===== src/wcs_pkg.sv =====
/*
 * Shared types and constants of the weld counter and status output block.
 * Assumes a single 10 MHz system clock and a sequencer on that clock.
 */
package wcs_pkg;

   // ----------------------------------------------------------------
   // timing
   // ----------------------------------------------------------------
   localparam int CLK_HZ         = 10_000_000;
   localparam int CYC_PER_MS     = CLK_HZ / 1000;
   localparam int CLR_TIMEOUT_MS = 3000;
   localparam int DONE_MIN_MS    = 40;
   localparam int CLR_CYCLES     = CLR_TIMEOUT_MS * CYC_PER_MS;
   localparam int DONE_CYCLES    = DONE_MIN_MS * CYC_PER_MS;
   localparam int CLR_TMR_W      = 25;
   localparam int DONE_TMR_W     = 19;

   // ----------------------------------------------------------------
   // widths and reset values
   // ----------------------------------------------------------------
   localparam int COUNT_W = 17;
   localparam int PIN_W   = 5;
   localparam logic [COUNT_W-1:0] COUNT_RST = 17'h00000;

   // bit positions of the synchronised pin vector
   localparam int PIN_START = 0;
   localparam int PIN_CLEAR = 1;
   localparam int PIN_CONF  = 2;
   localparam int PIN_FCLR  = 3;
   localparam int PIN_RUN   = 4;

   // ----------------------------------------------------------------
   // modes
   // ----------------------------------------------------------------
   typedef enum logic [1:0] {WM_PERCENT, WM_CONST_CURRENT, WM_CONST_ENERGY} wcs_work_mode_t;
   typedef enum logic [1:0] {LS_OFF, LS_CURRENT, LS_ANGLE, LS_BOTH} wcs_limit_sel_t;
   typedef enum logic [1:0] {QS_NONE, QS_THICKNESS, QS_INDENT} wcs_quality_sel_t;

   typedef struct packed {
      wcs_work_mode_t   work_mode;
      wcs_limit_sel_t   limit_sel;
      wcs_quality_sel_t quality_sel;
      logic             aux_input_select;   // 1: pressure sensor on aux input
      logic             dry_cycle;
      logic             cascade_en;
      logic             pause_en;
      logic             off_time_en;
      logic             stop_on_error;      // a bad weld also raises a displayed error
      logic [COUNT_W-1:0] weld_limit;
   } wcs_cfg_t;

   typedef struct packed {
      logic start_req;
      logic squeeze;
      logic hold_start;
      logic hold_end;
      logic pause_end;
      logic off_end;
      logic weld_done;
      logic current_active;
   } wcs_seq_t;

   typedef struct packed {
      logic valid;
      logic cur_lo;
      logic cur_hi;
      logic ang_lo;
      logic ang_hi;
      logic no_current;
      logic time_lo;
      logic time_hi;
      logic no_electrode_voltage;
      logic electrode_voltage_oos;
      logic thickness_check_lo;
      logic thickness_check_hi;
      logic indent_lo;
      logic indent_hi;
      logic press_out;
   } wcs_res_t;

endpackage


===== src/wcs_sync.sv =====
/*
 * Two flip-flop synchroniser for a vector of independent pin levels.
 * Assumes each bit is a slow level; no bus coherence between bits.
 */
module wcs_sync #(
   parameter int W = 1
) (
   input  wire logic         i_mclk,
   input  wire logic         i_resetn,
   input  wire logic [W-1:0] i_async,
   output logic      [W-1:0] o_sync
);

   typedef struct packed {
      logic [W-1:0] s1;
      logic [W-1:0] s2;
   } wcs_sync_st_t;

   wcs_sync_st_t st_q;
   wcs_sync_st_t st_d;

   always_comb
   begin
      st_d.s1 = i_async;
      st_d.s2 = st_q.s1;
   end

   always_ff @(posedge i_mclk)
   begin
      if (!i_resetn)
      begin
         st_q <= '0;
      end
      else
      begin
         st_q <= st_d;
      end
   end

   assign o_sync = st_q.s2;

endmodule


===== src/wcs_top.sv =====
/*
 * Weld counter and status outputs: weld counting, confirmed counter
 * clear, weld-limit stop, weld fault, cycle-done and current-on contacts.
 * Assumes the cycle sequencer and measurement unit run on i_mclk and
 * give one-cycle event pulses; panel keys and plant pins are asynchronous.
 */
// Functional notes
// - count each completed weld by one and show the count
// - dry-cycle welds are not counted
// - counter clear accepted in run configuration only
// - clear key asks, confirm zeroes, three seconds without confirm abandons
// - count at limit signals and inhibits welds until counter reset
// - a zero weld limit disables the limit stop
// - bad weld closes fault at hold start, holds to latest ending condition
// - displayed error keeps fault closed until clear key or fault-clear input
// - percentage mode faults only on selected limits, none when checks off
// - constant current adds missing current; checks off leaves only that
// - constant energy adds time, electrode voltage missing or out of scale
// - quality check faults on thickness or indentation outside limits
// - bad squeeze pressure then start removed raises fault and error
// - cycle-done closes at end of hold time
// - cycle-done held by start, 40 ms, off time, or displayed message
// - current-on closed through every current interval and ramp
// - cascade inverts the cycle-done contact
module wcs_top #(
   parameter int CLR_CYCLES  = wcs_pkg::CLR_CYCLES,
   parameter int DONE_CYCLES = wcs_pkg::DONE_CYCLES
) (
   input  wire logic                        i_mclk,
   input  wire logic                        i_resetn,
   input  wire logic                        i_start_pin,
   input  wire logic                        i_clear_key,
   input  wire logic                        i_confirm_key,
   input  wire logic                        i_fault_clear,
   input  wire logic                        i_run_sel,
   input  wire wcs_pkg::wcs_cfg_t           i_cfg,
   input  wire wcs_pkg::wcs_seq_t           i_seq,
   input  wire wcs_pkg::wcs_res_t           i_res,
   output logic [wcs_pkg::COUNT_W-1:0]      o_count,
   output logic                             o_limit_reached,
   output logic                             o_start_ok,
   output logic                             o_clear_prompt,
   output logic                             o_error_shown,
   output logic                             o_weld_fault,
   output logic                             o_cycle_done,
   output logic                             o_current_on
);

   // ----------------------------------------------------------------
   // state
   // ----------------------------------------------------------------
   typedef enum logic {CLR_IDLE, CLR_ASK} wcs_clr_st_t;
   typedef enum logic {DONE_OPEN, DONE_CLOSED} wcs_done_st_t;

   typedef struct packed {
      logic [wcs_pkg::COUNT_W-1:0]    count;
      logic                           limit_hit;
      wcs_clr_st_t                    clr_st;
      logic [wcs_pkg::CLR_TMR_W-1:0]  clr_tmr;
      logic                           bad_weld;
      logic                           press_bad;
      logic                           fault;
      logic                           hold_act;
      logic                           pause_act;
      logic                           err;
      wcs_done_st_t                   done_st;
      logic [wcs_pkg::DONE_TMR_W-1:0] done_tmr;
      logic                           off_act;
      logic                           cur_on;
      logic                           start_prev;
      logic                           clear_prev;
      logic                           conf_prev;
   } wcs_st_t;

   localparam logic [wcs_pkg::CLR_TMR_W-1:0]  CLR_LOAD  = wcs_pkg::CLR_TMR_W'(CLR_CYCLES - 1);
   localparam logic [wcs_pkg::DONE_TMR_W-1:0] DONE_LOAD = wcs_pkg::DONE_TMR_W'(DONE_CYCLES - 1);

   wcs_st_t                     st_q;
   wcs_st_t                     st_d;
   logic [wcs_pkg::PIN_W-1:0]   pins_raw;
   logic [wcs_pkg::PIN_W-1:0]   pins;
   logic                        start;
   logic                        run;
   logic                        clear_edge;
   logic                        conf_edge;
   logic                        start_fall;
   logic                        judged_bad;
   logic                        limit_on;
   logic                        msg_shown;

   // ----------------------------------------------------------------
   // pin synchronisation
   // ----------------------------------------------------------------
   assign pins_raw[wcs_pkg::PIN_START] = i_start_pin;
   assign pins_raw[wcs_pkg::PIN_CLEAR] = i_clear_key;
   assign pins_raw[wcs_pkg::PIN_CONF]  = i_confirm_key;
   assign pins_raw[wcs_pkg::PIN_FCLR]  = i_fault_clear;
   assign pins_raw[wcs_pkg::PIN_RUN]   = i_run_sel;

   wcs_sync #(
      .W (wcs_pkg::PIN_W)
   ) u_sync (
      .i_mclk   (i_mclk),
      .i_resetn (i_resetn),
      .i_async  (pins_raw),
      .o_sync   (pins)
   );

   assign start      = pins[wcs_pkg::PIN_START];
   assign run        = pins[wcs_pkg::PIN_RUN];
   assign clear_edge = pins[wcs_pkg::PIN_CLEAR] & ~st_q.clear_prev;
   assign conf_edge  = pins[wcs_pkg::PIN_CONF] & ~st_q.conf_prev;
   assign start_fall = ~start & st_q.start_prev;

   // ----------------------------------------------------------------
   // weld judgement
   // ----------------------------------------------------------------
   function automatic logic judge(input wcs_pkg::wcs_cfg_t c, input wcs_pkg::wcs_res_t r);
      logic cur_bad;
      logic ang_bad;
      logic lim_bad;
      logic qual_bad;
      logic mode_bad;
      cur_bad  = r.cur_lo | r.cur_hi;
      ang_bad  = r.ang_lo | r.ang_hi;
      case (c.limit_sel)
         wcs_pkg::LS_CURRENT: lim_bad = cur_bad;
         wcs_pkg::LS_ANGLE:   lim_bad = ang_bad;
         wcs_pkg::LS_BOTH:    lim_bad = cur_bad | ang_bad;
         default:             lim_bad = 1'b0;
      endcase
      case (c.quality_sel)
         wcs_pkg::QS_THICKNESS: qual_bad = r.thickness_check_lo | r.thickness_check_hi;
         wcs_pkg::QS_INDENT:    qual_bad = r.indent_lo | r.indent_hi;
         default:               qual_bad = 1'b0;
      endcase
      case (c.work_mode)
         wcs_pkg::WM_CONST_CURRENT: mode_bad = r.no_current;
         wcs_pkg::WM_CONST_ENERGY:  mode_bad = r.time_lo | r.time_hi
                                             | r.no_electrode_voltage
                                             | r.electrode_voltage_oos;
         default:                   mode_bad = 1'b0;
      endcase
      return lim_bad | qual_bad | mode_bad;
   endfunction

   assign judged_bad = judge(i_cfg, i_res);
   assign limit_on   = (i_cfg.weld_limit != wcs_pkg::COUNT_RST);

   // ----------------------------------------------------------------
   // next state
   // ----------------------------------------------------------------
   always_comb
   begin
      st_d            = st_q;
      st_d.start_prev = start;
      st_d.clear_prev = pins[wcs_pkg::PIN_CLEAR];
      st_d.conf_prev  = pins[wcs_pkg::PIN_CONF];

      // counter and limit
      if (i_seq.weld_done && !i_cfg.dry_cycle)
      begin
         st_d.count = st_q.count + 1'b1;
      end

      // counter clear prompt; a clear key press first dismisses any error
      case (st_q.clr_st)
         CLR_IDLE:
         begin
            if (clear_edge && run && !st_q.err)
            begin
               st_d.clr_st  = CLR_ASK;
               st_d.clr_tmr = CLR_LOAD;
            end
         end
         CLR_ASK:
         begin
            if (!run)
            begin
               st_d.clr_st = CLR_IDLE;
            end
            else if (conf_edge)
            begin
               st_d.count  = wcs_pkg::COUNT_RST;
               st_d.clr_st = CLR_IDLE;
            end
            else if (st_q.clr_tmr == '0)
            begin
               st_d.clr_st = CLR_IDLE;
            end
            else
            begin
               st_d.clr_tmr = st_q.clr_tmr - 1'b1;
            end
         end
         default:
         begin
            st_d.clr_st = CLR_IDLE;
         end
      endcase

      // compare the settled count, so a count and a reset in one cycle agree
      st_d.limit_hit = limit_on && (st_d.count >= i_cfg.weld_limit);

      // judgement of the last weld
      if (i_res.valid)
      begin
         st_d.bad_weld = judged_bad;
      end

      // squeeze pressure is only checked with the pressure sensor fitted
      if (i_seq.squeeze && i_cfg.aux_input_select && i_res.press_out)
      begin
         st_d.press_bad = 1'b1;
      end

      // hold windows of the fault contact
      if (i_seq.hold_end)
      begin
         st_d.hold_act = 1'b0;
      end
      if (i_seq.pause_end)
      begin
         st_d.pause_act = 1'b0;
      end
      if (i_seq.hold_start && st_q.bad_weld)
      begin
         st_d.fault     = 1'b1;
         st_d.hold_act  = 1'b1;
         st_d.pause_act = i_cfg.pause_en;
         // a result arriving with hold start is kept for the next weld
         st_d.bad_weld  = i_res.valid & judged_bad;
      end

      // error display: clear first so a coincident new error still lands
      if ((clear_edge && st_q.err) || pins[wcs_pkg::PIN_FCLR])
      begin
         st_d.err = 1'b0;
      end
      if (i_seq.hold_start && st_q.bad_weld && i_cfg.stop_on_error)
      begin
         st_d.err = 1'b1;
      end
      if (start_fall && st_q.press_bad)
      begin
         st_d.err       = 1'b1;
         st_d.fault     = 1'b1;
         st_d.press_bad = i_seq.squeeze & i_cfg.aux_input_select & i_res.press_out;
      end

      // release once every holding reason is gone
      if (st_q.fault && !st_d.fault)
      begin
         st_d.fault = 1'b0;
      end
      else if (st_q.fault && !st_d.hold_act && !st_d.pause_act && !start && !st_d.err
               && !(i_seq.hold_start && st_q.bad_weld)
               && !(start_fall && st_q.press_bad))
      begin
         st_d.fault = 1'b0;
      end
      if (st_d.err)
      begin
         st_d.fault = 1'b1;
      end

      // cycle done contact
      if (i_seq.off_end)
      begin
         st_d.off_act = 1'b0;
      end
      case (st_q.done_st)
         DONE_OPEN:
         begin
            if (i_seq.hold_end)
            begin
               st_d.done_st  = DONE_CLOSED;
               st_d.done_tmr = DONE_LOAD;
               st_d.off_act  = i_cfg.off_time_en;
            end
         end
         DONE_CLOSED:
         begin
            // a new hold end restarts the contact, so it never opens on one
            if (i_seq.hold_end)
            begin
               st_d.off_act = i_cfg.off_time_en;
            end
            // the minimum time only runs once start has been let go
            if (start || i_seq.hold_end)
            begin
               st_d.done_tmr = DONE_LOAD;
            end
            else if (st_q.done_tmr != '0)
            begin
               st_d.done_tmr = st_q.done_tmr - 1'b1;
            end
            else if (!st_d.off_act && !msg_shown)
            begin
               st_d.done_st = DONE_OPEN;
            end
         end
         default:
         begin
            st_d.done_st = DONE_OPEN;
         end
      endcase

      // current-on follows every current interval of the sequencer
      st_d.cur_on = i_seq.current_active;
   end

   assign msg_shown = st_q.err | (st_q.clr_st == CLR_ASK) | st_q.limit_hit;

   // ----------------------------------------------------------------
   // registers
   // ----------------------------------------------------------------
   always_ff @(posedge i_mclk)
   begin
      if (!i_resetn)
      begin
         st_q         <= '0;
         st_q.clr_st  <= CLR_IDLE;
         st_q.done_st <= DONE_OPEN;
      end
      else
      begin
         st_q <= st_d;
      end
   end

   // ----------------------------------------------------------------
   // outputs
   // ----------------------------------------------------------------
   assign o_count         = st_q.count;
   assign o_limit_reached = st_q.limit_hit;
   // refused before any valve or current is driven
   assign o_start_ok      = i_seq.start_req & ~st_q.limit_hit;
   assign o_clear_prompt  = (st_q.clr_st == CLR_ASK);
   assign o_error_shown   = st_q.err;
   assign o_weld_fault    = st_q.fault;
   assign o_cycle_done    = (st_q.done_st == DONE_CLOSED) ^ i_cfg.cascade_en;
   assign o_current_on    = st_q.cur_on;

endmodule


===== config.mk =====
export PLATFORM = sky130hd
export DESIGN_NAME = wcs_top
export DESIGN_NICKNAME = d
export VERILOG_FILES = /design/src/wcs_pkg.sv /design/src/wcs_sync.sv /design/src/wcs_top.sv
export SDC_FILE = /design/constraint.sdc
export NUM_CORES = 1
export LEC_CHECK = 0
export ABC_AREA = 1
export BUFFER_PORTS_ARGS = -buffer_cell sky130_fd_sc_hd__buf_2
export CORE_ASPECT_RATIO = 0.75
export CORE_UTILIZATION = 30
export DETAILED_ROUTE_END_ITERATION = 8
export PLACE_DENSITY = 0.47
export SYNTH_ARGS = -nofsm -noshare
export SYNTH_HDL_FRONTEND = slang
export SYNTH_SLANG_ARGS = --single-unit

===== constraint.sdc =====
create_clock -name i_mclk -period 3 [get_ports i_mclk]
set_input_delay 0.75 -clock i_mclk [delete_from_list [all_inputs] [get_ports i_mclk]]
set_output_delay 0.75 -clock i_mclk [all_outputs]
set_load 0.01 [all_outputs]

==> results of run 1 <==
==> worst paths after layout <==
kind / endpoint / slack, ns / cells past startpoint
worst min-delay path: u_sync.o_sync[3] / 0.41 / 2
worst max register to register: o_limit_reached / 0.43 / 19
worst max-delay path: o_limit_reached / 0.38 / 20
worst min register to register: u_sync.o_sync[3] / 0.41 / 2
==> cell families after synthesis <==
| group | count (synthesis) |
|---|---|
| compound gates | 82 |
| fa+ha+maj | 24 |
| simple gates | 500 |
| buf+inv | 159 |
| flops | 85 |
| xor+xnor | 19 |
==> power by group through the flow <==
| stage | Sequential [mW] | Combinational, mW | Clock, mW |
|---|---|---|---|
| 6_report | 1.20 | 0.417 | 1.11 |
| 5_1_grt | 1.21 | 0.482 | 1.20 |
| 3_3_place_gp | 1.23 | 0.419 | 0 |
| 3_5_place_dp | 1.23 | 0.417 | 0 |
| 2_1_floorplan | 1.22 | 0.300 | 0 |
| 4_1_cts | 1.20 | 0.419 | 1.16 |
==> through the flow <==
step	setup WS [ns]	util (%)	area, um2	std cells
finish	0.375	35.7	6400	1182
CTS	0.372	35.7	6400	1182
global placement	0.113	34.1	6110	1166
global route	0.0795	35.7	6400	1182
floorplan	0.404	-	5580	869
detailed placement	0.0334	34.1	6110	1166
==> worst register-to-register path: cells and delay by family, from the launching register on <==
| kind | cells | cell delay, ns |
|---|---|---|
| simple gates | 13 | 1.35 |
| buf+inv | 4 | 0.24 |
| flops | 1 | 0.43 |
| fa+ha+maj | 2 | 0.52 |
==> flip-flops by register name, summed over array words and instances, names as in the netlist <==
register	cells
o_count	17
o_error_shown	1
st_q	53
u_sync.o_sync	5
o_clear_prompt	1
u_sync.st_d	5
o_limit_reached	1
o_weld_fault	1
o_current_on	1
==> synth_stat cells (all sizes together) (2+ instances only) <==
cell / instances / area, um2
a21oi: 46 / 234
buf: 32 / 251
clkbuf: 5 / 18.8
nand3b: 7 / 52.6
xor2: 13 / 114
and3: 2 / 12.5
xnor2: 6 / 52.6
a31o: 2 / 17.5
o31ai: 2 / 15.0
ha: 24 / 300
inv: 120 / 453
or2: 2 / 12.5
a31oi: 4 / 25.0
nor3b: 4 / 40.0
o21ai: 26 / 130
dfxtp: 85 / 1700
nand2: 207 / 815
nand3: 56 / 298
nor4: 3 / 18.8
nand4: 27 / 175
nor3: 26 / 130
nor2: 166 / 681
==> final cells by class <==
cell class                      count  area, um2  share of cell area (%)
Multi-Input combinational cell    625       3140                    49.1
Inverter                          121        457                    7.13
Timing Repair Buffer               93        505                    7.90
Clock inverter                      6       52.6                   0.821
Tap cell                          242        303                    4.73
Sequential cell                    85       1700                    26.6
Clock buffer                       10        239                    3.73
==> routing by layer <==
layer / up-vias / GRT usage [%] / wire [um]
met3: 8 / 3.25 / 824
li1: 2885 / - / -
met5: - / 0 / 0
met1: 2346 / 27.1 / 8840
met4: 0 / 3.79 / 138
met2: 155 / 22.6 / 5540
==> key figures, run 1 <==
STA
  • Final setup violation count: 0
  • Pins Over Slew Limit: 0
  • Sum Neg Setup Slack: 0 ns
  • Final period util: 87.5%
  • Clock skew: 0.0103 ns
  • Peak Freq: 0.381 GHz
  • RSZ-0062 raised after global routing: no
  • Hold WS: 0.413 ns
  • Crit path time final: 2.62 ns
  • Headroom to the max-slew limit: 63.7%
  • Final Hold Fails: 0
  • Worst-Margin Slew: 0.544 ns

Min path
  • Hold_sp: u_sync.st_d[3]
  • Worst hold path type: reg -> reg

Final layout
  • Area grow syn2layout: 14.8%
  • Layout cells sized above 1: 15.4%
  • Fillers: 2000
  • Diode count: 0
  • Most frequent cells in the layout: nand2_1 (200), nor2_1 (151), inv_1 (117), dfxtp_1 (85), buf_2 (82)
  • Nets: 1018
  • Most common cell after layout, fill and taps aside: nand2_1

Synth
  • Top_reg_cell synth: dfxtp_1
  • Post-synthesis cell count: 869
  • Register area share after synthesis: 30.5%
  • Mean Syn Cell Area: 6.42 um2
  • Synthesized cell area: 5580 um2
  • Simple-gate share of the synthesized area: 40.1%
  • Number of enable flip-flop cells after synthesis: 0
  • Largest family of logic cells by synthesized area: simple AND/OR/NAND/NOR gates
  • Async SR Flop Fraction: 0%
  • #FFs+latches synth: 85
  • Synth Area in Adders: 5.38%
  • Netlist cell types: 43
  • Compound-Gate Fraction of Synth Area: 7.85%
  • Yosys warnings: 0
  • Post-Synth XOR/XNOR Area: 2.98%
  • Syn_nets: 952
  • Multiplexer share of the synthesized area: 0%

Power and ir drop
  • Sw frac: 29.7%
  • Peak VDD IR: 0.000246 V
  • Seq pwr share: 44.0%
  • Pwr Total: 2.73 mW
  • P_leak: 3.35 nW
  • Switching pwr: 811 uW
  • Internal: 1.92 mW
  • Clock power share: 40.7%
  • PwrDens: 427 nW/um2
  • Gate power share: 15.3%

Detailed routing
  • Vias: 5394
  • ANT nets after route: 0
  • DR pass1 iterations: 5
  • WL/cell: 13.0 um
  • Iteration-0 DRC Markers: 343
  • Drt via density: 4.56
  • DRC errors left: 0
  • Drt total wl: 15.3 mm

Placement
  • Port-buffer cells: 82
  • GPL Wtd Cong: 0.848
  • Dpl hpwl: 11.8 mm

Global route
  • Gr usage total: 17.0%
  • Antenna violations before repair: 0
  • Vias in the first global route: 4949
  • Total grt overflow: 0
  • Global-route wire length before repair: 25.8 mm
  • Largest net degree at the start of global routing: 36

Critical path
  • Crit-path max cell delay: 0.29 ns
  • WP data arrival: 2.93 ns
  • CP Max Fanout: 5
  • Worst flop-to-flop path startpoint: o_count[0]
  • CP top delay family: simple AND/OR/NAND/NOR gates
  • CP dominant cell by count: nand2_1
  • CP Launch Type: primary input
  • Slowest-stage cell, CP: ha_1
  • Critical setup path kind: in -> reg
  • Worst Path Required: 3.31 ns
  • CP bufs+invs: 4
  • CP startpoint: i_cfg[21]
  • Crit. End Element: register
  • Crit-path cells: buf_2, nor2_4, nand2_1, inv_1, nand2_1, nor2_2, nand2_1, nor2_1, nand2_1, nand2_1, nor2_1, ha_1, nand2_1, inv_1, nand3_1, nor3_1, nand4_1, nand4_1, nand2_1, inv_1

Flow run
  • Max_cap viols: 0

Floorplan
  • Placeable Area: 17900 um2
  • # rows: 42
  • Die area: 19100 um2
  • Die height: 120 um
  • Die X: 159 um
  • Starting Density: 31.1%
  • Top-Level Pins: 83

Clocking
  • PostCTS Resize Cnt: 0
  • Setup Buffers After CTS: 0
  • TritonCTS Buffers: 9
  • Reg clk slew, reported paths: 0.07 ns
  • # H-tree levels: 3
  • Worst skew pair latency: 0.35 ns
  • Clock sink count: 85
  • Buffer depth of the longest clock path: 2
  • CTS tree: yes
  • Clock root buffer master: clkbuf_16
  • Hold_buf cts: 0

Outcome
  • Status: finished clean
Power figures use the tool's default switching activity.
==> run 2: changes to the inputs <==
ABC_AREA = default   (was 1)
PLACE_DENSITY = 0.48   (was 0.47)
==> key figures, run 2 <==
Min path
  • Worst hold path type: reg -> reg
  • Hold_sp: u_sync.st_d[3]

Flow run
  • Max_cap viols: 0 (unchanged)

Floorplan
  • Starting Density: 31.3% (+0.22 points)
  • Top-Level Pins: 83 (unchanged)
  • Die X: 146 um (-8.7%)
  • Placeable Area: 14800 um2 (-17%)
  • # rows: 38 (-9.5%)
  • Die height: 110 um (-8.7%)
  • Die area: 16000 um2 (-17%)

Final layout
  • Reg with most FFs: st_q
  • Nets: 699 (-31%)
  • Area grow syn2layout: 17.7%
  • Most common cell after layout, fill and taps aside: dfxtp_1
  • Layout cells sized above 1: 19.8% (+4.4 points)
  • Most frequent cells in the layout: dfxtp_1 (85), buf_2 (82), nor2_1 (55), a21oi_1 (36), inv_1 (31)
  • Finished Cell Area: 5460 um2 (-15%)
  • Diode count: 0 (unchanged)
  • Number of flip-flops under the largest register name: 53 (unchanged)

Critical path
  • CP startpoint: i_cfg[21]
  • Worst Path Required: 3.21 ns (-0.10 ns)
  • Crit-path max cell delay: 0.37 ns (+0.08 ns)
  • CP top delay family: simple AND/OR/NAND/NOR gates
  • Worst flop-to-flop path startpoint: o_count[0]
  • Critical setup path kind: in -> reg
  • Crit-path cells: buf_2, and3b_1, and2_1, nand4_1, xor2_1, nor2_1, ha_1, a21oi_1, o21a_1, o211ai_1, o21ai_0, a31oi_1
  • Slowest-stage cell, CP: and3b_1
  • Crit. End Element: register
  • WP data arrival: 2.87 ns (-0.06 ns)
  • CP Max Fanout: 5 (unchanged)
  • CP bufs+invs: 1 (-3)
  • CP Launch Type: primary input

Clocking
  • Clock root buffer master: clkbuf_16
  • Reg clk slew, reported paths: 0.06 ns (about the same)
  • TritonCTS Buffers: 9 (unchanged)
  • Worst skew pair latency: 0.34 ns (about the same)
  • # H-tree levels: 3 (unchanged)
  • CTS tree: yes
  • Setup Buffers After CTS: 0 (unchanged)
  • PostCTS Resize Cnt: 0 (unchanged)
  • Hold_buf cts: 0 (unchanged)
  • Buffer depth of the longest clock path: 2 (unchanged)
  • Clock sink count: 85 (unchanged)

STA
  • Final setup violation count: 0 (unchanged)
  • Worst-Margin Slew: 0.712 ns (+0.168 ns)
  • Pins Over Slew Limit: 0 (unchanged)
  • RSZ-0062 raised after global routing: no
  • Headroom to the max-slew limit: 52.2% (-11 points)
  • Final period util: 88.7% (+1.2 points)
  • Clock skew: 0.00917 ns (-0.00113 ns)
  • Crit path time final: 2.66 ns (+0.0364 ns)
  • Peak Freq: 0.376 GHz (-1.4%)
  • Sum Neg Setup Slack: 0 ns (unchanged)
  • Hold WS: 0.429 ns (+0.0155 ns)
  • Final Hold Fails: 0 (unchanged)

Synth
  • #FFs+latches synth: 85 (unchanged)
  • Synthesized cell area: 4630 um2 (-17%)
  • Yosys top cell area share: 36.7% (+6.2 points)
  • Yosys warnings: 0 (unchanged)
  • Mean Syn Cell Area: 8.46 um2 (+32%)
  • Register area share after synthesis: 36.7% (+6.2 points)
  • Top_reg_cell synth: dfxtp_1
  • Netlist cell types: 66 (+53%)
  • Async SR Flop Fraction: 0% (unchanged)
  • Top cells by instance count after synthesis: dfxtp_1 (85), nor2_1 (55), a21oi_1 (36), inv_1 (31)
  • Number of enable flip-flop cells after synthesis: 0 (unchanged)
  • Count leader, synth: dfxtp_1
  • Area leader, netlist: dfxtp_1
  • Largest cells by area after synthesis: dfxtp_1 (37%), ha_1 (6.5%), nor2_1 (4.5%)
  • Syn_nets: 631 (-34%)
  • Post-synthesis cell count: 548 (-37%)

Detailed routing
  • DRC errors left: 0 (unchanged)
  • ANT nets after route: 0 (unchanged)
  • DR pass1 iterations: 5 (unchanged)
  • Iteration-0 DRC Markers: 173 (-50%)
  • Drt total wl: 11.5 mm (-25%)
  • Drt via density: 5.06 (+11%)
  • Vias: 4151 (-23%)
  • WL/cell: 14.0 um (+7.9%)

Placement
  • GPL Wtd Cong: 0.821 (-3.1%)
  • Dpl hpwl: 8.42 mm (-29%)
  • Placed Area: 5140 um2 (-16%)
  • Port-buffer cells: 82 (unchanged)

Global route
  • Gr busiest metal: met2
  • GR Layer Usage met2: 22.6% (-0.053 points)
  • Gr usage total: 15.2% (-1.8 points)
  • Antenna violations before repair: 0 (unchanged)
  • Global-route wire length before repair: 19.3 mm (-25%)
  • Vias in the first global route: 3884 (-22%)
  • Met3 usage: 4.15% (+0.90 points)
  • Largest net degree at the start of global routing: 38 (+5.6%)
  • Total grt overflow: 0 (unchanged)
  • Met1 Usage GRT: 21.7% (-5.3 points)

Outcome
  • Status: finished clean

Power and ir drop
  • Peak VDD IR: 0.000298 V (+21%)
  • P_leak: 2.31 nW (-31%)
  • PwrDens: 486 nW/um2 (+14%)
run 2: kinds of logic after synthesis:
| family | after synthesis | share of synthesized area [%] |
|---|---|---|
| simple gates | 227 | 27.3 |
| compound gates | 127 | 18.3 |
| flops | 85 | 36.7 |
| buf+inv | 65 | 7.32 |
| fa+ha+maj | 24 | 6.48 |
| xor+xnor | 19 | 3.59 |
| mux | 1 | 0.216 |
run 2: cell type report:
class                      instances  area, um2
clock buffer                      11        243
clock inverter                     4       72.6
fill                            1536       9330
inverter                          31        116
multi-input combinational        398       2590
sequential                        85       1700
tap                              200        250
timing repair buffer              91        478
run 2: power by group:
| group | total (mW) | switching (mW) | internal [mW] |
|---|---|---|---|
| combinational | 0.259 | 0.148 | 0.111 |
| sequential | 1.19 | 0.0293 | 1.16 |
| clock | 1.20 | 0.454 | 0.747 |
run 2: worst paths after layout:
check	to	slack [ns]	cells past startpoint
worst max-delay path	o_limit_reached	0.34	12
worst min-delay path	u_sync.o_sync[3]	0.43	1
worst max register to register	o_limit_reached	0.37	12
worst min register to register	u_sync.o_sync[3]	0.43	1
run 2: worst register-to-register path: cells and delay by family, from the launching register on:
family                   cells  cell delay [ns]
XOR/XNOR                     1             0.22
flip-flops                   1             0.38
adder cells (fa/ha/maj)      2             0.47
AO/OA/AOI/OAI                5             0.71
AND/OR/NAND/NOR              4             0.71
run 2: metal layers:
metal  wire length (um)  part of all wire (%)
met5                  0                     0
met4                 83                  0.72
met3                632                   5.5
met2               4520                    39
met1               6250                    54
run 2: stage by stage:
step / util [%] / cells / total power [mW] / setup WS [ns]
finish: 36.9 / 820 / 2.65 / 0.339
global route: 36.9 / 820 / 2.78 / 0.0947
CTS: 36.9 / 820 / 2.69 / 0.392
detailed placement: 34.8 / 805 / 1.48 / 0.0726
global placement: 34.8 / 805 / 1.47 / 0.106
floorplan: - / 548 / 1.37 / 0.479
==> run 3: changes to the inputs <==
CORE_MARGIN = 2   (was default)
==> key figures, run 3 (synthesized netlist as in run 2, its figures left out) <==
Critical path
  • WP data arrival: 2.98 ns (+0.11 ns)
  • CP Max Fanout: 5 (unchanged)
  • Flop2flop setup slack: 0.28 ns (-0.09 ns)
  • Critical setup path kind: reg -> reg
  • Crit. End Element: register
  • Worst Path Required: 3.26 ns (+0.05 ns)
  • Slowest-stage cell, CP: dfxtp_1
  • Crit-path cells: ha_1, and3b_1, and2_1, nand4_1, xor2_1, nor2_1, ha_1, nand4_1, nor4_1, a211o_1, nand3_1, a31oi_1
  • CP Launch Type: register
  • Crit-path max cell delay: 0.40 ns (+0.03 ns)

Final layout
  • Area grow syn2layout: 18.3%
  • Most frequent cells in the layout: dfxtp_1 (85), buf_2 (82), nor2_1 (55), a21oi_1 (36), inv_1 (31)
  • Nets: 699 (unchanged)
  • Reg with most FFs: st_q
  • Layout cells sized above 1: 20.1% (+0.29 points)
  • Final non-filler cell total: 827 (+0.85%)
  • Finished Cell Area: 5480 um2 (+0.48%)
  • Most common cell after layout, fill and taps aside: dfxtp_1
  • Number of flip-flops under the largest register name: 53 (unchanged)
  • Final core occ: 36.1% (-0.77 points)
  • Fillers: 1571 (+2.3%)

STA
  • Sum Neg Setup Slack: 0 ns (unchanged)
  • Final period util: 90.5% (+1.8 points)
  • Pins Over Slew Limit: 0 (unchanged)
  • Final Hold Fails: 0 (unchanged)
  • Peak Freq: 0.368 GHz (-2.0%)
  • Crit path time final: 2.72 ns (+0.0550 ns)
  • RSZ-0062 raised after global routing: no
  • Final setup margin: 0.284 ns (-0.0550 ns)
  • Clock skew: 0.00815 ns (-0.00102 ns)
  • Hold WS: 0.434 ns (+0.00564 ns)
  • Headroom to the max-slew limit: 50.3% (-1.9 points)
  • Final setup violation count: 0 (unchanged)
  • Worst-Margin Slew: 0.740 ns (+0.0287 ns)

Power and ir drop
  • Internal: 2.03 mW (+0.64%)
  • Sw frac: 24.2% (+0.43 points)
  • Peak VDD IR: 0.000263 V (-12%)
  • PwrDens: 489 nW/um2 (+0.72%)
  • Gate power share: 9.5% (-0.3 points)
  • P_leak: 2.33 nW (+0.60%)
  • Clock power share: 46.1% (+0.8 points)
  • Seq pwr share: 44.4% (-0.5 points)
  • Pwr Total: 2.68 mW (+1.2%)
  • Switching pwr: 650 uW (+3.0%)

Clocking
  • Clock sink count: 85 (unchanged)
  • Worst skew pair latency: 0.34 ns (about the same)
  • TritonCTS Buffers: 9 (unchanged)
  • Clock root buffer master: clkbuf_16
  • PostCTS Resize Cnt: 0 (unchanged)
  • Reg clk slew, reported paths: 0.06 ns (about the same)
  • # H-tree levels: 3 (unchanged)
  • Hold_buf cts: 0 (unchanged)
  • CTS tree: yes
  • Buffer depth of the longest clock path: 2 (unchanged)
  • Setup Buffers After CTS: 0 (unchanged)

Floorplan
  • Die X: 148 um (+1.4%)
  • Top-Level Pins: 83 (unchanged)
  • Die height: 112 um (+1.8%)
  • Die area: 16500 um2 (+3.2%)
  • Placeable Area: 15200 um2 (+2.6%)
  • # rows: 39 (+2.6%)
  • Starting Density: 30.5% (-0.80 points)

Outcome
  • Status: finished clean

Detailed routing
  • WL/cell: 14.0 um (about the same)
  • DR pass1 iterations: 5 (unchanged)
  • Vias: 4155 (+0.096%)
  • Drt via density: 5.02 (-0.75%)
  • DRC errors left: 0 (unchanged)
  • Drt total wl: 11.6 mm (+0.93%)
  • Iteration-0 DRC Markers: 229 (+32%)
  • ANT nets after route: 0 (unchanged)

Global route
  • Global-route wire length before repair: 19.4 mm (+0.61%)
  • Antenna violations before repair: 1 (+1)
  • Met1 Usage GRT: 21.1% (-0.66 points)
  • Gr usage total: 14.5% (-0.63 points)
  • Total grt overflow: 0 (unchanged)
  • Largest net degree at the start of global routing: 38 (unchanged)
  • Gr busiest metal: met2
  • Vias in the first global route: 3969 (+2.2%)
  • GR Layer Usage met2: 21.5% (-1.1 points)
  • Met3 usage: 3.40% (-0.75 points)

Placement
  • Dpl hpwl: 8.58 mm (+1.9%)
  • Placed Area: 5150 um2 (+0.12%)
  • Placed insts: 810 (+0.62%)
  • Port-buffer cells: 82 (unchanged)
  • Place WS: 0.0147 ns (-0.0579 ns)
  • GPL Wtd Cong: 0.871 (+6.1%)

Flow run
  • Max_cap viols: 0 (unchanged)

Min path
  • Worst hold path type: reg -> reg
[run 3: changes by cell type in the layout (fill, tap and decap cells not counted), sizes merged]
cell / previous run / this run
clkinvlp: 1 / 0
diode: 0 / 1
inv: 31 / 33
clkinv: 1 / 2
clkbuf: 11 / 10
[run 3: power groups by stage]
stage / logic, mW / clock network [mW] / registers [mW]
2_1_floorplan: 0.161 / 0 / 1.21
3_3_place_gp: 0.254 / 0 / 1.22
3_5_place_dp: 0.257 / 0 / 1.22
6_report: 0.254 / 1.24 / 1.19
4_1_cts: 0.258 / 1.29 / 1.19
5_1_grt: 0.289 / 1.32 / 1.20
[run 3: path summary, 6_finish.rpt]
path / from / to / depth (start not counted)
worst max-delay path: o_count[0] / o_limit_reached / 12
worst min-delay path: u_sync.st_d[0] / u_sync.o_sync[0] / 1
worst max register to register: o_count[0] / o_limit_reached / 12
worst min register to register: u_sync.st_d[0] / u_sync.o_sync[0] / 1
[run 3: worst max-delay path: cells and delay by family, from the launching register on]
family	cells	cell delay, ns
DFF	1	0.40
AOI/OAI and AO/OA	2	0.28
adders and majority gates	2	0.49
xor gates and xnor gates	1	0.20
and+or+nand+nor	7	1.26
[run 3: layer usage]
layer  vias up  wire length, um
met5         -                0
met4         0               53
met3         7              510
met2        79             4960
met1      1937             6070
li1       2132                -
[run 3: cell type report]
class	count	area [um2]	area share (%)
Sequential cell	85	1700	31.0
Clock buffer	10	239	4.36
Timing Repair Buffer	91	478	8.72
Antenna cell	1	2.50	0.0457
Multi-Input combinational cell	398	2590	47.3
Inverter	31	116	2.12
Tap cell	205	256	4.68
Clock inverter	6	93.8	1.71
